[src/verilog/dstu_pkg.sv]
`default_nettype none
package dstu_pkg;
    // ****************************************
    // Timing
    // ****************************************
    localparam int unsigned CLK_MHZ      = 200;
    localparam int unsigned LST_TIME_MS  = 30;
    localparam int unsigned XST_TIME_MS  = 30;
    localparam int unsigned XST_STEPS    = 8;
    localparam int unsigned LST_CYC      = LST_TIME_MS * 1000 * CLK_MHZ;
    localparam int unsigned XST_STEP_CYC =
        XST_TIME_MS * 1000 * CLK_MHZ / XST_STEPS;
    localparam int unsigned WD_WIN_CYC   = 256;
    // ****************************************
    // Structure
    // ****************************************
    localparam int unsigned NUM_CHAINS = 31;
    localparam int unsigned SIG_W      = 31;
    localparam logic [30:0] LFSR_SEED  = 31'h0000_0001;
    localparam logic [30:0] MISR_INIT  = 31'h0000_0000;
    // ****************************************
    // Register map (byte addresses)
    // ****************************************
    localparam logic [7:0] OFS_CTRL   = 8'h00;
    localparam logic [7:0] OFS_STATUS = 8'h04;
    localparam logic [7:0] OFS_ERR    = 8'h08;
    localparam logic [7:0] OFS_ISTAT  = 8'h0C;
    localparam logic [7:0] OFS_IMASK  = 8'h10;
    localparam logic [7:0] OFS_SIG    = 8'h14;
    localparam logic [7:0] OFS_WDCNT  = 8'h18;
    localparam logic [7:0] CMD_XST    = 8'h5A;
    localparam logic [7:0] CMD_LST    = 8'hA5;
    localparam logic [3:0] IMASK_RST  = 4'h0;
    // Event bits: 0 xst done, 1 lst done, 2 xst fail, 3 watchdog fault
    localparam int unsigned EV_XDN = 0;
    localparam int unsigned EV_LDN = 1;
    localparam int unsigned EV_XF  = 2;
    localparam int unsigned EV_WD  = 3;

    typedef struct packed {
        logic dst;
        logic lbe;
        logic cse;
    } dstu_cfg_t;

    typedef struct packed {
        logic       test_cfg;
        logic       cur_dir;
        logic [2:0] elem;
    } dstu_stim_t;

    typedef enum logic [2:0] {
        XS_IDLE = 3'b001,
        XS_RUN  = 3'b010,
        XS_DONE = 3'b100
    } dstu_xst_t;
endpackage
`default_nettype wire

[src/verilog/dstu_top.sv]
`default_nettype none
module dstu_top
    import dstu_pkg::*;
#(
    parameter int unsigned LST_CYCLES = LST_CYC,
    parameter int unsigned STEP_CYCLES = XST_STEP_CYC,
    parameter int unsigned CHAIN_LEN  = 8,
    parameter int unsigned WD_LO      = 100,
    parameter int unsigned WD_HI      = 156,
    parameter logic [30:0] EXP_SIG    = 31'h0000_0000,
    parameter logic [11:0] ANGLE_TOL  = 12'h020
) (
    // Clock and reset
    input  wire logic        sys_clk,
    input  wire logic        reset,
    // Avalon-MM slave
    input  wire logic [7:0]  avs_address,
    input  wire logic        avs_read,
    input  wire logic        avs_write,
    input  wire logic [31:0] avs_writedata,
    output logic [31:0]      avs_readdata,
    output logic             avs_waitrequest,
    output logic             irq,
    // Stored configuration (same clock)
    input  wire dstu_cfg_t   cfg,
    // Oscillator watchdog
    input  wire logic        osc_peer_clk,
    input  wire logic        peer_wd_fault,
    // Transducer front end
    output dstu_stim_t       stim,
    input  wire logic [11:0] angle_meas,
    input  wire logic        angle_valid
);
    // ****************************************
    // Register bus
    // ****************************************
    logic        ack_q;
    logic        wr_en;
    logic        rd_done;
    logic [31:0] rd_d;
    logic [3:0]  istat_q;
    logic [3:0]  imask_q;
    logic [3:0]  ev;
    logic        sdn_q;
    logic        stf_q;
    logic        lfail_q;
    logic        ldone_q;
    logic        lrun_q;
    logic        wd_fault_q;
    logic [30:0] misr_q;
    logic [15:0] wd_last_q;
    dstu_xst_t   xs_q;

    assign avs_waitrequest = ~ack_q;
    assign wr_en   = avs_write & ack_q;
    assign rd_done = avs_read & ack_q;
    assign irq     = |(istat_q & imask_q);

    always_ff @(posedge sys_clk or posedge reset) begin
        if (reset) begin
            ack_q <= 1'b0;
        end else begin
            ack_q <= (avs_read | avs_write) & ~ack_q;
        end
    end

    always_comb begin
        rd_d = 32'h0000_0000;
        case (avs_address)
            OFS_STATUS: rd_d = {27'h0, lfail_q, ldone_q, lrun_q,
                                xs_q == XS_RUN, sdn_q};
            OFS_ERR:    rd_d = {29'h0, wd_fault_q, lfail_q, stf_q};
            // Same-cycle events join the word, as the read clears them
            OFS_ISTAT:  rd_d = {28'h0, istat_q | ev};
            OFS_IMASK:  rd_d = {28'h0, imask_q};
            OFS_SIG:    rd_d = {1'b0, misr_q};
            OFS_WDCNT:  rd_d = {16'h0, wd_last_q};
            default:    rd_d = 32'h0000_0000;
        endcase
    end

    always_ff @(posedge sys_clk or posedge reset) begin
        if (reset) begin
            avs_readdata <= 32'h0000_0000;
        end else if (avs_read & ~ack_q) begin
            avs_readdata <= rd_d;
        end
    end

    always_ff @(posedge sys_clk or posedge reset) begin
        if (reset) begin
            imask_q <= IMASK_RST;
        end else if (wr_en && avs_address == OFS_IMASK) begin
            imask_q <= avs_writedata[3:0];
        end
    end

    // Set wins over read-clear so no event is lost
    always_ff @(posedge sys_clk or posedge reset) begin
        if (reset) begin
            istat_q <= 4'h0;
        end else if (rd_done && avs_address == OFS_ISTAT) begin
            istat_q <= ev;
        end else begin
            istat_q <= istat_q | ev;
        end
    end

    // ****************************************
    // Start requests
    // ****************************************
    logic pwr_q;
    logic cmd_xst;
    logic cmd_lst;
    logic start_x;
    logic start_l;

    always_ff @(posedge sys_clk or posedge reset) begin
        if (reset) begin
            pwr_q <= 1'b1;
        end else begin
            pwr_q <= 1'b0;
        end
    end

    assign cmd_xst = wr_en && avs_address == OFS_CTRL
                     && avs_writedata[7:0] == CMD_XST;
    assign cmd_lst = wr_en && avs_address == OFS_CTRL
                     && avs_writedata[7:0] == CMD_LST;
    assign start_x = (pwr_q & cfg.cse) | (cmd_xst & ~cfg.dst);
    assign start_l = (pwr_q & cfg.lbe) | cmd_lst;

    // ****************************************
    // Oscillator watchdog
    // ****************************************
    // Never gated: the watchdog has no enable by design
    logic [2:0]  osc_s_q;
    logic [1:0]  peer_s_q;
    logic [15:0] win_q;
    logic [15:0] edges_q;
    logic        win_end;
    logic        wd_bad;

    always_ff @(posedge sys_clk or posedge reset) begin
        if (reset) begin
            osc_s_q  <= 3'b000;
            peer_s_q <= 2'b00;
        end else begin
            osc_s_q  <= {osc_s_q[1:0], osc_peer_clk};
            peer_s_q <= {peer_s_q[0], peer_wd_fault};
        end
    end

    assign win_end = win_q == 16'(WD_WIN_CYC - 1);
    assign wd_bad  = edges_q < 16'(WD_LO) || edges_q > 16'(WD_HI);

    always_ff @(posedge sys_clk or posedge reset) begin
        if (reset) begin
            win_q     <= 16'h0000;
            edges_q   <= 16'h0000;
            wd_last_q <= 16'h0000;
        end else if (win_end) begin
            win_q     <= 16'h0000;
            edges_q   <= 16'h0000;
            wd_last_q <= edges_q;
        end else begin
            win_q   <= win_q + 16'h0001;
            edges_q <= edges_q + {15'h0, osc_s_q[1] & ~osc_s_q[2]};
        end
    end

    always_ff @(posedge sys_clk or posedge reset) begin
        if (reset) begin
            wd_fault_q <= 1'b0;
        end else if ((win_end & wd_bad) | peer_s_q[1]) begin
            wd_fault_q <= 1'b1;
        end
    end

    // ****************************************
    // Logic self-test
    // ****************************************
    logic [30:0]          lfsr_q;
    logic [30:0]          chain_out;
    logic [CHAIN_LEN-1:0] chain_q [NUM_CHAINS];
    logic [31:0]          lcnt_q;
    logic [30:0]          misr_d;

    always_ff @(posedge sys_clk or posedge reset) begin
        if (reset) begin
            lrun_q  <= 1'b0;
            ldone_q <= 1'b0;
            lcnt_q  <= 32'h0000_0000;
        end else if (start_l & ~lrun_q) begin
            lrun_q  <= 1'b1;
            ldone_q <= 1'b0;
            lcnt_q  <= 32'h0000_0000;
        end else if (lrun_q) begin
            lcnt_q <= lcnt_q + 32'h0000_0001;
            if (lcnt_q == LST_CYCLES - 1) begin
                lrun_q  <= 1'b0;
                ldone_q <= 1'b1;
            end
        end
    end

    always_ff @(posedge sys_clk or posedge reset) begin
        if (reset) begin
            lfsr_q <= LFSR_SEED;
        end else if (start_l & ~lrun_q) begin
            lfsr_q <= LFSR_SEED;
        end else if (lrun_q) begin
            lfsr_q <= {lfsr_q[29:0], lfsr_q[30] ^ lfsr_q[27]};
        end
    end

    genvar gi;
    generate
        for (gi = 0; gi < NUM_CHAINS; gi++) begin : g_chain
            assign chain_out[gi] = chain_q[gi][CHAIN_LEN-1];
            always_ff @(posedge sys_clk or posedge reset) begin
                if (reset) begin
                    chain_q[gi] <= '0;
                end else if (lrun_q) begin
                    chain_q[gi] <= {chain_q[gi][CHAIN_LEN-2:0],
                                    lfsr_q[gi]};
                end
            end
        end
    endgenerate

    assign misr_d = {misr_q[29:0], misr_q[30] ^ misr_q[27]} ^ chain_out;

    always_ff @(posedge sys_clk or posedge reset) begin
        if (reset) begin
            misr_q <= MISR_INIT;
        end else if (start_l & ~lrun_q) begin
            misr_q <= MISR_INIT;
        end else if (lrun_q) begin
            misr_q <= misr_d;
        end
    end

    // Verdict on the final signature, the same one software reads back
    always_ff @(posedge sys_clk or posedge reset) begin
        if (reset) begin
            lfail_q <= 1'b0;
        end else if (start_l & ~lrun_q) begin
            lfail_q <= 1'b0;
        end else if (lrun_q && lcnt_q == LST_CYCLES - 1) begin
            lfail_q <= misr_d != EXP_SIG;
        end
    end

    // ****************************************
    // Transducer self-test
    // ****************************************
    logic [31:0] xcnt_q;
    logic [2:0]  step_q;
    logic        seen_q;
    logic        bad_q;
    logic [11:0] diff;
    logic [11:0] adiff;
    logic        step_end;
    logic        last_step;

    // Expected angle advances one eighth of a turn per step
    assign diff      = angle_meas - {step_q, 9'h000};
    assign adiff     = diff[11] ? 12'h000 - diff : diff;
    assign step_end  = xs_q == XS_RUN && xcnt_q == STEP_CYCLES - 1;
    assign last_step = step_q == 3'(XST_STEPS - 1);

    always_ff @(posedge sys_clk or posedge reset) begin
        if (reset) begin
            xs_q   <= XS_IDLE;
            xcnt_q <= 32'h0000_0000;
            step_q <= 3'h0;
        end else begin
            case (xs_q)
                XS_IDLE, XS_DONE: begin
                    if (start_x) begin
                        xs_q   <= XS_RUN;
                        xcnt_q <= 32'h0000_0000;
                        step_q <= 3'h0;
                    end
                end
                XS_RUN: begin
                    xcnt_q <= xcnt_q + 32'h0000_0001;
                    if (step_end) begin
                        xcnt_q <= 32'h0000_0000;
                        step_q <= step_q + 3'h1;
                        if (last_step) begin
                            xs_q <= XS_DONE;
                        end
                    end
                end
                default: xs_q <= XS_IDLE;
            endcase
        end
    end

    // Stimulus: direction flips every step, element walks round
    always_ff @(posedge sys_clk or posedge reset) begin
        if (reset) begin
            stim <= '0;
        end else begin
            stim.test_cfg <= xs_q == XS_RUN;
            stim.cur_dir  <= step_q[0];
            stim.elem     <= step_q;
        end
    end

    // Each step must show at least one in-tolerance angle
    always_ff @(posedge sys_clk or posedge reset) begin
        if (reset) begin
            seen_q <= 1'b0;
            bad_q  <= 1'b0;
        end else if (xs_q != XS_RUN) begin
            seen_q <= 1'b0;
            bad_q  <= 1'b0;
        end else if (step_end) begin
            seen_q <= 1'b0;
            bad_q  <= bad_q | ~seen_q;
        end else if (angle_valid && adiff <= ANGLE_TOL) begin
            seen_q <= 1'b1;
        end
    end

    always_ff @(posedge sys_clk or posedge reset) begin
        if (reset) begin
            sdn_q <= 1'b0;
        end else if (xs_q != XS_RUN && start_x) begin
            sdn_q <= 1'b0;
        end else if (step_end & last_step) begin
            sdn_q <= 1'b1;
        end
    end

    // Host clears with write-1; a failure in the same cycle wins
    always_ff @(posedge sys_clk or posedge reset) begin
        if (reset) begin
            stf_q <= 1'b0;
        end else if (ev[EV_XF]) begin
            stf_q <= 1'b1;
        end else if (wr_en && avs_address == OFS_ERR
                     && avs_writedata[0]) begin
            stf_q <= 1'b0;
        end
    end

    assign ev[EV_XDN] = step_end & last_step;
    assign ev[EV_LDN] = lrun_q && lcnt_q == LST_CYCLES - 1;
    assign ev[EV_XF]  = step_end & last_step & (bad_q | ~seen_q);
    assign ev[EV_WD]  = ((win_end & wd_bad) | peer_s_q[1]) & ~wd_fault_q;
endmodule
`default_nettype wire
[config.mk]
export PLATFORM = sky130hd
export DESIGN_NAME = dstu_top
export DESIGN_NICKNAME = d
export VERILOG_FILES = /design/src/verilog/dstu_pkg.sv /design/src/verilog/dstu_top.sv
export SDC_FILE = /design/constraint.sdc
export NUM_CORES = 1
export LEC_CHECK = 0
export ABC_AREA = 0
export ABC_CLOCK_PERIOD_IN_PS = 16700
export BUFFER_PORTS_ARGS = -buffer_cell sky130_fd_sc_hd__buf_2
export CORE_MARGIN = 8
export CORE_UTILIZATION = 40
export DETAILED_ROUTE_END_ITERATION = 10
export HOLD_SLACK_MARGIN = 0.03
export PLACE_DENSITY = 0.67
export SKIP_CTS_REPAIR_TIMING = 1
export SKIP_LAST_GASP = 1
export SYNTH_ARGS = -nofsm -noshare
export SYNTH_HDL_FRONTEND = slang
export SYNTH_SLANG_ARGS = --single-unit
[constraint.sdc]
create_clock -name sys_clk -period 16.7 [get_ports sys_clk]
set_input_delay 0.835 -clock sys_clk [delete_from_list [all_inputs] [get_ports sys_clk]]
set_output_delay 0.835 -clock sys_clk [all_outputs]
set_load 0.01 [all_outputs]
After elaboration in Yosys (flattened, before gate mapping)
Index checks and enable logic that the tools add are counted.

Bits in registers: 488. Bits of input ports: 62. Word-level logic and storage cells: 182.

Add/sub/neg operators: 7. Magnitude comparators: 3. Equality and inequality tests: 19. Muxes and demuxes: 38. Bitwise logic cells: 29. Reduce and logical (&&, ||, !) cells: 28.

Operator list (number): $pmux 31 s6 (1); $mux 32 (4); $mux 31 (4); $add 32x1->32 const B (2); $pmux 32 s2 (1); $eq 32x20->1 const B (1); $eq 32x23->1 const B (1); $mux 16 (2); $reduce_bool 31->1 (1); $xor 31x31->31 (1); $eq 8x5->1 const B (3); $mux 1 (17); $add 16x1->16 (1); $add 16x1->16 const B (1); $eq 16x8->1 const B (1); $eq 8x4->1 const B (2); $gt 16x8->1 const B (1); $lt 16x7->1 const B (1); $mux 3 (5); $reduce_bool 2->1 (7); $and 1x1->1 (13); $le 12x6->1 const B (1); $mux 12 (1); $pmux 3 s2 (2); 25 further kinds (50).

Depth between registers and ports, before layout
Gate-level depths: netlist (run 1).

Depth after elaboration: 8. Gate-level depth with buffers: 10.

Worst setup path before layout (run 1)
No wires, ideal clock.

Path kind: input to register. Start: input port avs_address[4]. End: register xcnt_q[24]. Data arrival time: 2794 ps. Required time: 16622 ps. Path slack: 13828 ps. Stages on the path: 9. Cell sequence: buf_6 nor4_4 nand4b_1 or4_1 buf_2 and2_4 buf_6 or4_1 a21oi_1.

Longest elaborated chain between the ends: 7.

Ends and longest elaborated chain: start, declared (line dstu_top.sv:17) `input wire logic [7:0] avs_address,`; $logic_not 8->1 (line dstu_top.sv:126) `assign cmd_xst = wr_en && avs_address == OFS_CTRL`; $logic_and 1x1->1 (line dstu_top.sv:126); $logic_and 1x1->1 (line dstu_top.sv:127) `&& avs_writedata[7:0] == CMD_XST;`; $and 1x1->1 (line dstu_top.sv:130) `assign start_x = (pwr_q & cfg.cse) | (cmd_xst & ~cfg.dst);`; $or 1x1->1 (line dstu_top.sv:130); $ne 2x2->1 (no line); $reduce_and 2->1 (no line); end signal, assigned (line dstu_top.sv:288) `xcnt_q <= xcnt_q + 32'h0000_0001;`; end, declared (line dstu_top.sv:258) `logic [31:0] xcnt_q;`.

Every way passes these cells. A chain may end at the register's enable or synchronous reset.

Final worst setup path (run 1)
Start: register lrun_q. End: register chain_q, in the netlist chain_out[18].

RTL lines: start, declared (line dstu_top.sv:48) `logic lrun_q;`; start signal, assigned (line dstu_top.sv:191) `lrun_q <= 1'b0;`; start signal, assigned (line dstu_top.sv:195) `lrun_q <= 1'b1;`; start signal, assigned (line dstu_top.sv:201) `lrun_q <= 1'b0;`; end signal, assigned by index (line dstu_top.sv:225) `chain_q[gi] <= {chain_q[gi][CHAIN_LEN-2:0],`; end, declared (line dstu_top.sv:185) `logic [CHAIN_LEN-1:0] chain_q [NUM_CHAINS];`.

No word-level cell between the ends.

==> qor.csv, run 1 <==
metric;value;unit
synth_flop_cell;dfrtp_1;
setup_viol;0;
path_class;reg -> reg;
grt_pass1_wl;63300;um
die_area;0.0577;mm^2
cts_buffers;49;
synth.mux.area_fraction;0.157;
leakagePower;11.1;nW
antenna_found_initial;0;
yosys.area_share.adder;0.00598;
min_delay_path_depth;0;
end_kind;flip-flop;
vias;12400;
totalWireLength;37600;um
fin_total_pwr;0.00288;W
synthSimpleGateAreaFrac;0.0978;
synth.avg_cell_area;12.5;um^2
synth.distinct_cells;59;
root_buffer;clkbuf_16;
cts.sinks;486;
clk_latency;0.57;ns
ios;101;
synth_cells;1605;
drtAntennaViolNets;0;
outcome;complete, no violations;
initial_core_util;0.403;
detail_route.first_pass.iterations;6;
place_inst;2284;
synthToLayoutAreaGrowth;13.4;%
instances_no_fill;2371;
register_area;0.0122;mm^2
ir_drop;0.0646;mV
fmax;276;MHz
fin_skew;0.0164;ns
drt_iter0_drc;889;
grt-busiest-layer;met2;
arrival;4.07;ns
hold_viol_final;0;
use_met2;0.207;
dieWidth;240;um
grt_remaining_overflow;0;
drive_above_1_share;0.268;
synthXorXnorAreaFrac;0.0340;
core;0.0499;mm^2
slew_violations;0;
slew_headroom;0.215;
multi_input_area;0.00749;mm^2
grt_usage;0.130;
synth_edf_count;0;
final.min_clock_period;3.62;ns
fin_crit_sh;0.217;
synth_async_sr_flop_share;1.00;
synth-seq-cells;486;
drv_cap;0;
path_max_fanout;100;
required;17.14;ns
port_buffers;75;
use_met3;0.0278;
worstRegToRegCells;3;
layout_commonest_cell;dfrtp_1;
clock_path_buffers;3;
dieHeight;240;um
gr-usage-met1;0.179;
gp_congestion;0.826;
grt_pass1_vias;12300;
grt_max_degree;182;
finalSetupTns;0;ns
final_nets;1734;
wl_per_cell;15.9;um
row_count;82;
htreeDepth;2;
ys_seq_area_frac;0.605;
syn-cell-area;0.0201;mm^2
n_antenna_cell;0;
mostFrequentLayoutCells;dfrtp_1, mux2_2, nand2_1;
dpl.hpwl;23900;um
cts_tree;yes;
clk_pin_slew;0.06;ns
rsz0062_at_grt;no;
fillers;4459;
tightest_slew;1.17;ns
power_density;126;mW/mm^2
hp-class;reg -> reg;
start_kind;flip-flop;
synth_warnings;0;
vias_per_cell;5.23;
route.detailed.drc;0;
synth_top_family_by_area;multiplexers;
synth_compound_area_frac;0.0773;
==> power breakdown <==
group | switching, W | internal (W)
registers | 0.000139 | 0.00133
clock network | 0.000438 | 0.000674
logic | 0.000151 | 0.000146
==> layout make-up <==
| type | count | share of cell area |
|---|---|---|
| well taps | 672 | 0.0369 |
| repair buffers | 85 | 0.0209 |
| flip-flops and latches | 486 | 0.534 |
| inverters | 34 | 0.00593 |
| clock buffers | 77 | 0.0691 |
| multi-input cells | 1007 | 0.329 |
| clock inverters | 10 | 0.00467 |
==> synth_stat cells (15+ instances only) <==
library cell	n	area, um^2
dfrtp_1	483	12100
a31oi_1	15	93.8
nand4_1	29	181
nand3_1	50	250
nor4_1	19	119
a21oi_1	29	145
inv_1	34	128
mux2_2	271	3050
clkbuf_1	71	267
a22o_1	48	420
and3_1	19	119
nor2_1	76	285
nor3_1	17	85.1
xnor2_1	32	280
xor2_1	46	403
o21ai_0	75	375
nand2_1	147	552
==> metrics by stage <==
stage	hold slack (ns)	setup WS, ns	area, um^2	util
global placement	0.338	13.08	21100	0.423
detailed placement	0.341	13.06	21100	0.423
floorplan	0.331	2.31	20100	-
finish	0.344	13.08	22800	0.457
global route	0.346	12.78	22800	0.457
CTS	0.348	13.04	22800	0.457
==> cell families (layout without fill, tap and decap cells) <==
group / after synthesis / in the layout
DFF: 486 / 486
and+or+nand+nor: 407 / 407
muxes: 281 / 281
AOI/OAI and AO/OA: 230 / 230
buffers and inverters: 113 / 206
xor gates and xnor gates: 78 / 78
adders and majority gates: 9 / 9
other: 1 / 2
==> worst max-delay path: stages, from the launching register on <==
cell and delay [ns]:
dfrtp_4 1.11, buf_4 0.96, buf_4 0.95, mux2_2 0.42
==> layer usage <==
layer / wire (um) / up-vias / part of all wire
li1: - / 5871 / -
met1: 17300 / 6259 / 0.46
met2: 17700 / 215 / 0.47
met3: 1910 / 59 / 0.051
met4: 737 / 0 / 0.020
met5: 0 / - / 0
==> flip-flops by register name, indices dropped and copies added, names as in the netlist, 2 cells and up <==
name          cells
osc_s_q           3
edges_q          16
wd_last_q        16
lcnt_q           32
istat_q           4
xcnt_q           32
win_q            16
chain_out        31
stim              4
avs_readdata     31
xs_q              3
misr_q           31
step_q            3
chain_q         217
peer_s_q          2
imask_q           4
lfsr_q           31
==> path summary, 6_finish.rpt <==
path	from	endpoint	slack (ns)
worst min-delay path	osc_s_q[0]$_DFF_PP0_	osc_s_q[1]$_DFF_PP0_	0.34
worst max register to register	lrun_q$_DFF_PP0_	chain_out[18]$_DFFE_PP0P_	13.08
worst max-delay path	lrun_q$_DFF_PP0_	chain_out[18]$_DFFE_PP0P_	13.08
min in group asynchronous	reset	chain_q[164]$_DFFE_PP0P_	0.46
worst min register to register	osc_s_q[0]$_DFF_PP0_	osc_s_q[1]$_DFF_PP0_	0.34
max in group asynchronous	reset	xcnt_q[6]$_DFFE_PP0P_	14.73
Power figures use the tool's default switching activity.
==> run 2, diff against run 1 <==
--- a/config.mk
+++ b/config.mk
@@ -6,13 +6,13 @@
 export NUM_CORES = 1
 export LEC_CHECK = 0
 export ABC_AREA = 0
-export ABC_CLOCK_PERIOD_IN_PS = 16700
+export ABC_CLOCK_PERIOD_IN_PS = 3200
 export BUFFER_PORTS_ARGS = -buffer_cell sky130_fd_sc_hd__buf_2
 export CORE_MARGIN = 8
 export CORE_UTILIZATION = 40
 export DETAILED_ROUTE_END_ITERATION = 10
 export HOLD_SLACK_MARGIN = 0.03
-export PLACE_DENSITY = 0.67
+export PLACE_DENSITY = 0.69
 export SKIP_CTS_REPAIR_TIMING = 1
 export SKIP_LAST_GASP = 1
 export SYNTH_ARGS = -nofsm -noshare
==> constraint.sdc (replaced) <==
create_clock -name sys_clk -period 3.2 [get_ports sys_clk]
set_input_delay 0.16 -clock sys_clk [delete_from_list [all_inputs] [get_ports sys_clk]]
set_output_delay 0.16 -clock sys_clk [all_outputs]
set_load 0.01 [all_outputs]
==> qor.csv, run 2 (synthesis gave the netlist of run 1 again) <==
metric;value;unit;change
die_area;0.0577;mm^2;unchanged
wl_per_cell;15.7;um;-0.78%
ios;101;;unchanged
vias_per_cell;5.26;;+0.57%
clock_path_buffers;3;;unchanged
mostFrequentLayoutCells;dfrtp_1, mux2_2, nand2_1;;
cts_tree;yes;;
crit_chain;xor2_1, nand2_1, or4_1, and2_4, or4_1, a21oi_1;;
setup_viol;0;;unchanged
tightest_slew;1.16;ns;-0.0100 ns
grt_pass1_wl;64500;um;+1.9%
vias;12600;;+1.8%
drtAntennaViolNets;0;;unchanged
root_buffer;clkbuf_16;;
cts.sinks;486;;unchanged
arrival;3.09;ns;-0.98 ns
fin_crit_sh;0.817;;+0.601
cpMostUsedCell;or4_1;;
start_kind;flip-flop;;
rsz0062_at_grt;no;;
antenna_found_initial;0;;unchanged
slew_violations;0;;unchanged
leakagePower;11.2;nW;+0.99%
fin_skew;0.0137;ns;-0.00276 ns
end_kind;flip-flop;;
clk_latency;0.56;ns;about the same
hold_viol_final;0;;unchanged
initial_core_util;0.403;;unchanged
path_max_fanout;20;;-80%
gp_congestion;0.858;;+3.8%
synthToLayoutAreaGrowth;14.5;%;
instances_no_fill;2401;;+1.3%
drt_iter0_drc;898;;+1.0%
post_dp_cell_area;0.0213;mm^2;+1.1%
htreeDepth;2;;unchanged
totalWireLength;37800;um;+0.48%
ir_drop;0.364;mV;+460%
detail_route.first_pass.iterations;6;;unchanged
grt_usage;0.132;;+0.00181
final.min_clock_period;2.62;ns;-1.01 ns
slew_headroom;0.225;;+0.00983
port_buffers;75;;unchanged
row_count;82;;unchanged
largest_register_ffs;217;;unchanged
n_antenna_cell;0;;unchanged
drv_cap;0;;unchanged
dpl.hpwl;25000;um;+4.9%
fmax;382;MHz;+38%
grt_remaining_overflow;0;;unchanged
layout_commonest_cell;dfrtp_1;;
place_inst;2304;;+0.88%
outcome;complete, no violations;;
reg_top3;chain_q x217, lcnt_q x32, xcnt_q x32;;
clk_pin_slew;0.06;ns;about the same
grt_pass1_vias;12600;;+2.2%
path_class;reg -> reg;;
final_nets;1764;;+1.7%
required;3.68;ns;-13.46 ns
cpPeakStageDelay;0.68;ns;-0.43 ns
top_register;chain_q;;
fin_area;0.0230;mm^2;+0.94%
cts_buffers;48;;-2.0%
dieWidth;240;um;unchanged
drive_above_1_share;0.270;;+0.00172
route.detailed.drc;0;;unchanged
power_density;639;mW/mm^2;+410%
hp-class;in -> reg;;
fillers;4444;;-0.34%
grt_max_degree;158;;-13%
final_core_util;0.461;;+0.00432
critPathSlowestCell;or4_1;;
core;0.0499;mm^2;unchanged
dieHeight;240;um;unchanged
==> run 2: cell count changes in the layout (fill, tap and decap cells not counted), moves of 3 or more <==
cell           previous run  this run
buf_4                     8        21
dlygate4sd3_1             0        11
clkbuf_1                  6        14
buf_12                    2         9
clkbuf_8                 20        14
clkbuf_16                51        48
==> run 2: critical path: cells and delay by family, from the launching register on <==
| kind | cells | cell delay (ns) |
|---|---|---|
| simple gates | 4 | 1.59 |
| xor+xnor | 1 | 0.21 |
| compound gates | 1 | 0.15 |
| flops | 1 | 0.58 |
==> run 2: area by class of cell <==
type                       count  area, um^2  share of cell area
multi-input combinational   1007        7490               0.326
sequential                   486       12200               0.529
clock inverter                10         105             0.00457
clock buffer                  76        1450              0.0629
timing repair buffer         116         823              0.0358
inverter                      34         131             0.00571
tap                          672         841              0.0365
==> run 2: through the flow <==
stage / worst slack (ns) / hold slack [ns] / TNS, ns / power (W)
6_report: 0.584 / 0.0351 / 0 / 0.0147
5_1_grt: 0.333 / 0.0540 / 0 / 0.0155
4_1_cts: 0.578 / -0.320 / 0 / 0.0149
3_5_place_dp: 0.592 / 0.271 / 0 / 0.00934
3_3_place_gp: 0.655 / 0.272 / 0 / 0.00921
2_1_floorplan: -3.55 / 0.191 / -1717.95 / 0.00876
==> run 2: worst paths after layout <==
path                       slack (ns)             startpoint                          end  cells after the start
min in group asynchronous        0.24                  reset     chain_q[174]$_DFFE_PP0P_                      3
max in group asynchronous        1.93                  reset       lfsr_q[28]$_DFFE_PP0P_                      4
setup / recovery                 0.58    xs_q[0]$_DFFE_PP1P_       xcnt_q[31]$_DFFE_PP0P_                      6
hold / removal                   0.04         avs_address[0]  avs_readdata[0]$_DFFE_PP0P_                      4
setup reg to reg                 0.58    xs_q[0]$_DFFE_PP1P_       xcnt_q[31]$_DFFE_PP0P_                      6
hold reg to reg                  0.35  peer_s_q[0]$_DFF_PP0_        peer_s_q[1]$_DFF_PP0_                      0
==> run 2: report_power, final <==
| part | switching (W) | internal [W] |
|---|---|---|
| Sequential | 0.000722 | 0.00693 |
| Clock | 0.00228 | 0.00318 |
| Combinational | 0.000795 | 0.000789 |
==> run 2: layer usage <==
metal | up-vias | global-route usage | part of all wire
met1 | 6374 | 0.182 | 0.46
met5 | - | 0 | 0
li1 | 5925 | - | -
met4 | 0 | 0.0325 | 0.014
met3 | 48 | 0.0280 | 0.056
met2 | 285 | 0.213 | 0.47
==> run 3, diff against run 2 <==
--- a/config.mk
+++ b/config.mk
@@ -5,14 +5,14 @@
 export SDC_FILE = /design/constraint.sdc
 export NUM_CORES = 1
 export LEC_CHECK = 0
-export ABC_AREA = 0
-export ABC_CLOCK_PERIOD_IN_PS = 3200
+export ABC_AREA = 1
+export ABC_CLOCK_PERIOD_IN_PS = 2730
 export BUFFER_PORTS_ARGS = -buffer_cell sky130_fd_sc_hd__buf_2
 export CORE_MARGIN = 8
 export CORE_UTILIZATION = 40
 export DETAILED_ROUTE_END_ITERATION = 10
 export HOLD_SLACK_MARGIN = 0.03
-export PLACE_DENSITY = 0.69
+export PLACE_DENSITY = 0.67
 export SKIP_CTS_REPAIR_TIMING = 1
 export SKIP_LAST_GASP = 1
 export SYNTH_ARGS = -nofsm -noshare
==> constraint.sdc (replaced) <==
create_clock -name sys_clk -period 2.73 [get_ports sys_clk]
set_input_delay 0.1365 -clock sys_clk [delete_from_list [all_inputs] [get_ports sys_clk]]
set_output_delay 0.1365 -clock sys_clk [all_outputs]
set_load 0.01 [all_outputs]
==> qor.csv, run 3 <==
metric;value;unit;change
top_layer;met4;;
cts_tree;yes;;
dpl.hpwl;28200;um;+13%
detail_route.first_pass.iterations;5;;-1
instances_no_fill;3255;;+36%
arrival;2.62;ns;-0.47 ns
slew_violations;0;;unchanged
drv_cap;0;;unchanged
initial_core_util;0.402;;-0.000915
met1_length;21400;um;+24%
syn-cell-area;0.0210;mm^2;+4.3%
fin_crit_sh;0.773;;-0.0442
fin_area;0.0239;mm^2;+4.0%
required;3.24;ns;-0.44 ns
hp-start;angle_meas[8];;
drt_iter0_drc;1179;;+31%
vias;15800;;+25%
slew_headroom;0.485;;+0.261
route.detailed.drc;0;;unchanged
yosys.area.top_type;dfrtp_1;;
fin_skew;0.0254;ns;+0.0117 ns
synth_area_leaders;dfrtp_1, nand2_1, inv_1, o21ai_0, nor2_1;;
clk_latency;0.61;ns;+0.05 ns
clk_pin_slew;0.06;ns;about the same
rsz0062_at_grt;no;;
wl_per_cell;13.3;um;-15%
yosysMostFrequentCell;nand2_1;;
final_nets;2596;;+47%
dieHeight;245;um;+2.0%
route.met3.wl;2100;um;-0.66%
outcome;complete, no violations;;
drtAntennaViolNets;0;;unchanged
synth_flop_cell;dfrtp_1;;
antenna_found_initial;0;;unchanged
post_dp_cell_area;0.0221;mm^2;+3.4%
root_buffer;clkbuf_16;;
synth_edf_count;0;;unchanged
place_inst;3147;;+37%
totalWireLength;43400;um;+15%
layout_commonest_cell;nand2_1;;
crit_start;xs_q[0]$_DFFE_PP1P_;;
final_core_util;0.459;;-0.00250
end_kind;flip-flop;;
synth.avg_cell_area;8.54;um^2;-32%
ys_seq_area_frac;0.580;;-0.0250
path_max_fanout;32;;+60%
r2r_start;xs_q[0]$_DFFE_PP1P_;;
path_class;reg -> reg;;
htreeDepth;2;;unchanged
finalSetupTns;0;ns;unchanged
n_antenna_cell;0;;unchanged
synth.distinct_cells;53;;-10%
fin_total_pwr;0.0161;W;+9.7%
synth-seq-cells;486;;unchanged
dieWidth;245;um;+2.0%
synth_top_area_share;0.577;;-0.0249
tightest_slew;0.770;ns;-0.389 ns
mostFrequentLayoutCells;nand2_1, dfrtp_1, inv_1;;
grt_remaining_overflow;0;;unchanged
synthToLayoutAreaGrowth;14.2;%;
synth_top_cells_by_count;nand2_1, dfrtp_1, inv_1, o21ai_0, nor2_1;;
final.min_clock_period;2.11;ns;-0.505 ns
ios;101;;unchanged
port_buffers;75;;unchanged
clock_path_buffers;3;;unchanged
start_kind;flip-flop;;
hold_viol_final;0;;unchanged
wl_met2;19000;um;+6.0%
grt_pass1_vias;15400;;+22%
fmax;474;MHz;+24%
grt_max_degree;186;;+18%
core;0.0521;mm^2;+4.5%
largest_register_ffs;217;;unchanged
vias_per_cell;4.86;;-7.7%
ir_drop;0.514;mV;+41%
grt_usage;0.145;;+0.0130
setup_viol;0;;unchanged
hp-class;in -> reg;;
synth_warnings;0;;unchanged
cts.sinks;486;;unchanged
drive_above_1_share;0.0884;;-0.181
power_density;674;mW/mm^2;+5.5%
cts_buffers;51;;+6.3%
reg_top3;chain_q x217, lcnt_q x32, xcnt_q x32;;
top_register;chain_q;;
die_area;0.0600;mm^2;+4.0%
gp_congestion;0.852;;-0.68%
row_count;84;;+2.4%
synth_cells;2453;;+53%
leakagePower;12.0;nW;+7.4%
grt_pass1_wl;74800;um;+16%
synth_async_sr_flop_share;1.00;;unchanged
[run 3: cell types whose count changed in the layout (fill, tap and decap cells not counted), sizes merged, moves of 57 or more]
cell	change
nand2	+839
mux2	-271
o21ai	+88
inv	+181
nor2	+57
o22ai	+62
[run 3: report_power, final]
group / leakage (nW) / total (W) / internal, W / switching [W]
Clock: 0.846 / 0.00695 / 0.00404 / 0.00290
Combinational: 4.69 / 0.00127 / 0.000437 / 0.000832
Sequential: 6.49 / 0.00790 / 0.00752 / 0.000386
[run 3: cell type report]
class / instances / area (um^2)
fill: 5035 / 28200
timing repair buffer: 111 / 791
clock buffer: 75 / 1510
clock inverter: 20 / 223
sequential: 486 / 12200
tap: 688 / 861
inverter: 218 / 832
multi-input combinational: 1657 / 7540
[run 3: cell families (layout without fill, tap and decap cells)]
family	after synthesis	after routing	share of synthesized area
simple gates	1321	1321	0.260
xor+xnor	55	55	0.0230
fa+ha+maj	9	9	0.00573
flops	486	486	0.580
compound gates	270	270	0.0706
buf+inv	311	424	0.0598
other cells	1	2	0.000179
[run 3: metal layers]
metal,vias to the layer above,GRT usage
met5,-,0
met4,0,0.0464
met3,63,0.0270
met2,319,0.222
met1,7509,0.208
li1,7916,-
[run 3: through the flow]
step	hold WS [ns]	setup slack [ns]
2_1_floorplan	0.168	-3.99
3_3_place_gp	0.251	0.646
3_5_place_dp	0.261	0.621
4_1_cts	-0.374	0.609
5_1_grt	0.0399	0.297
6_report	0.0106	0.619
[run 3: critical path: stages, from the launching register on]
cell and delay [ns]:
dfstp_2 0.54, nor2_1 0.05, inv_1 0.07, nor2_1 0.04, buf_4 0.18, inv_2 0.31, nand2_1 0.21, o21ai_2 0.10
buf_4 0.34, nand2_1 0.08, o21ai_1 0.10
[run 3: final timing paths]
check | slack (ns) | depth (start not counted) | endpoint
setup / recovery | 0.62 | 10 | xcnt_q[6]$_DFFE_PP0P_
hold / removal | 0.01 | 6 | seen_q$_DFFE_PP0P_
setup reg to reg | 0.62 | 10 | xcnt_q[6]$_DFFE_PP0P_
hold reg to reg | 0.36 | 0 | peer_s_q[1]$_DFF_PP0_
max in group asynchronous | 1.51 | 4 | chain_q[116]$_DFFE_PP0P_
min in group asynchronous | 0.24 | 3 | chain_q[21]$_DFFE_PP0P_
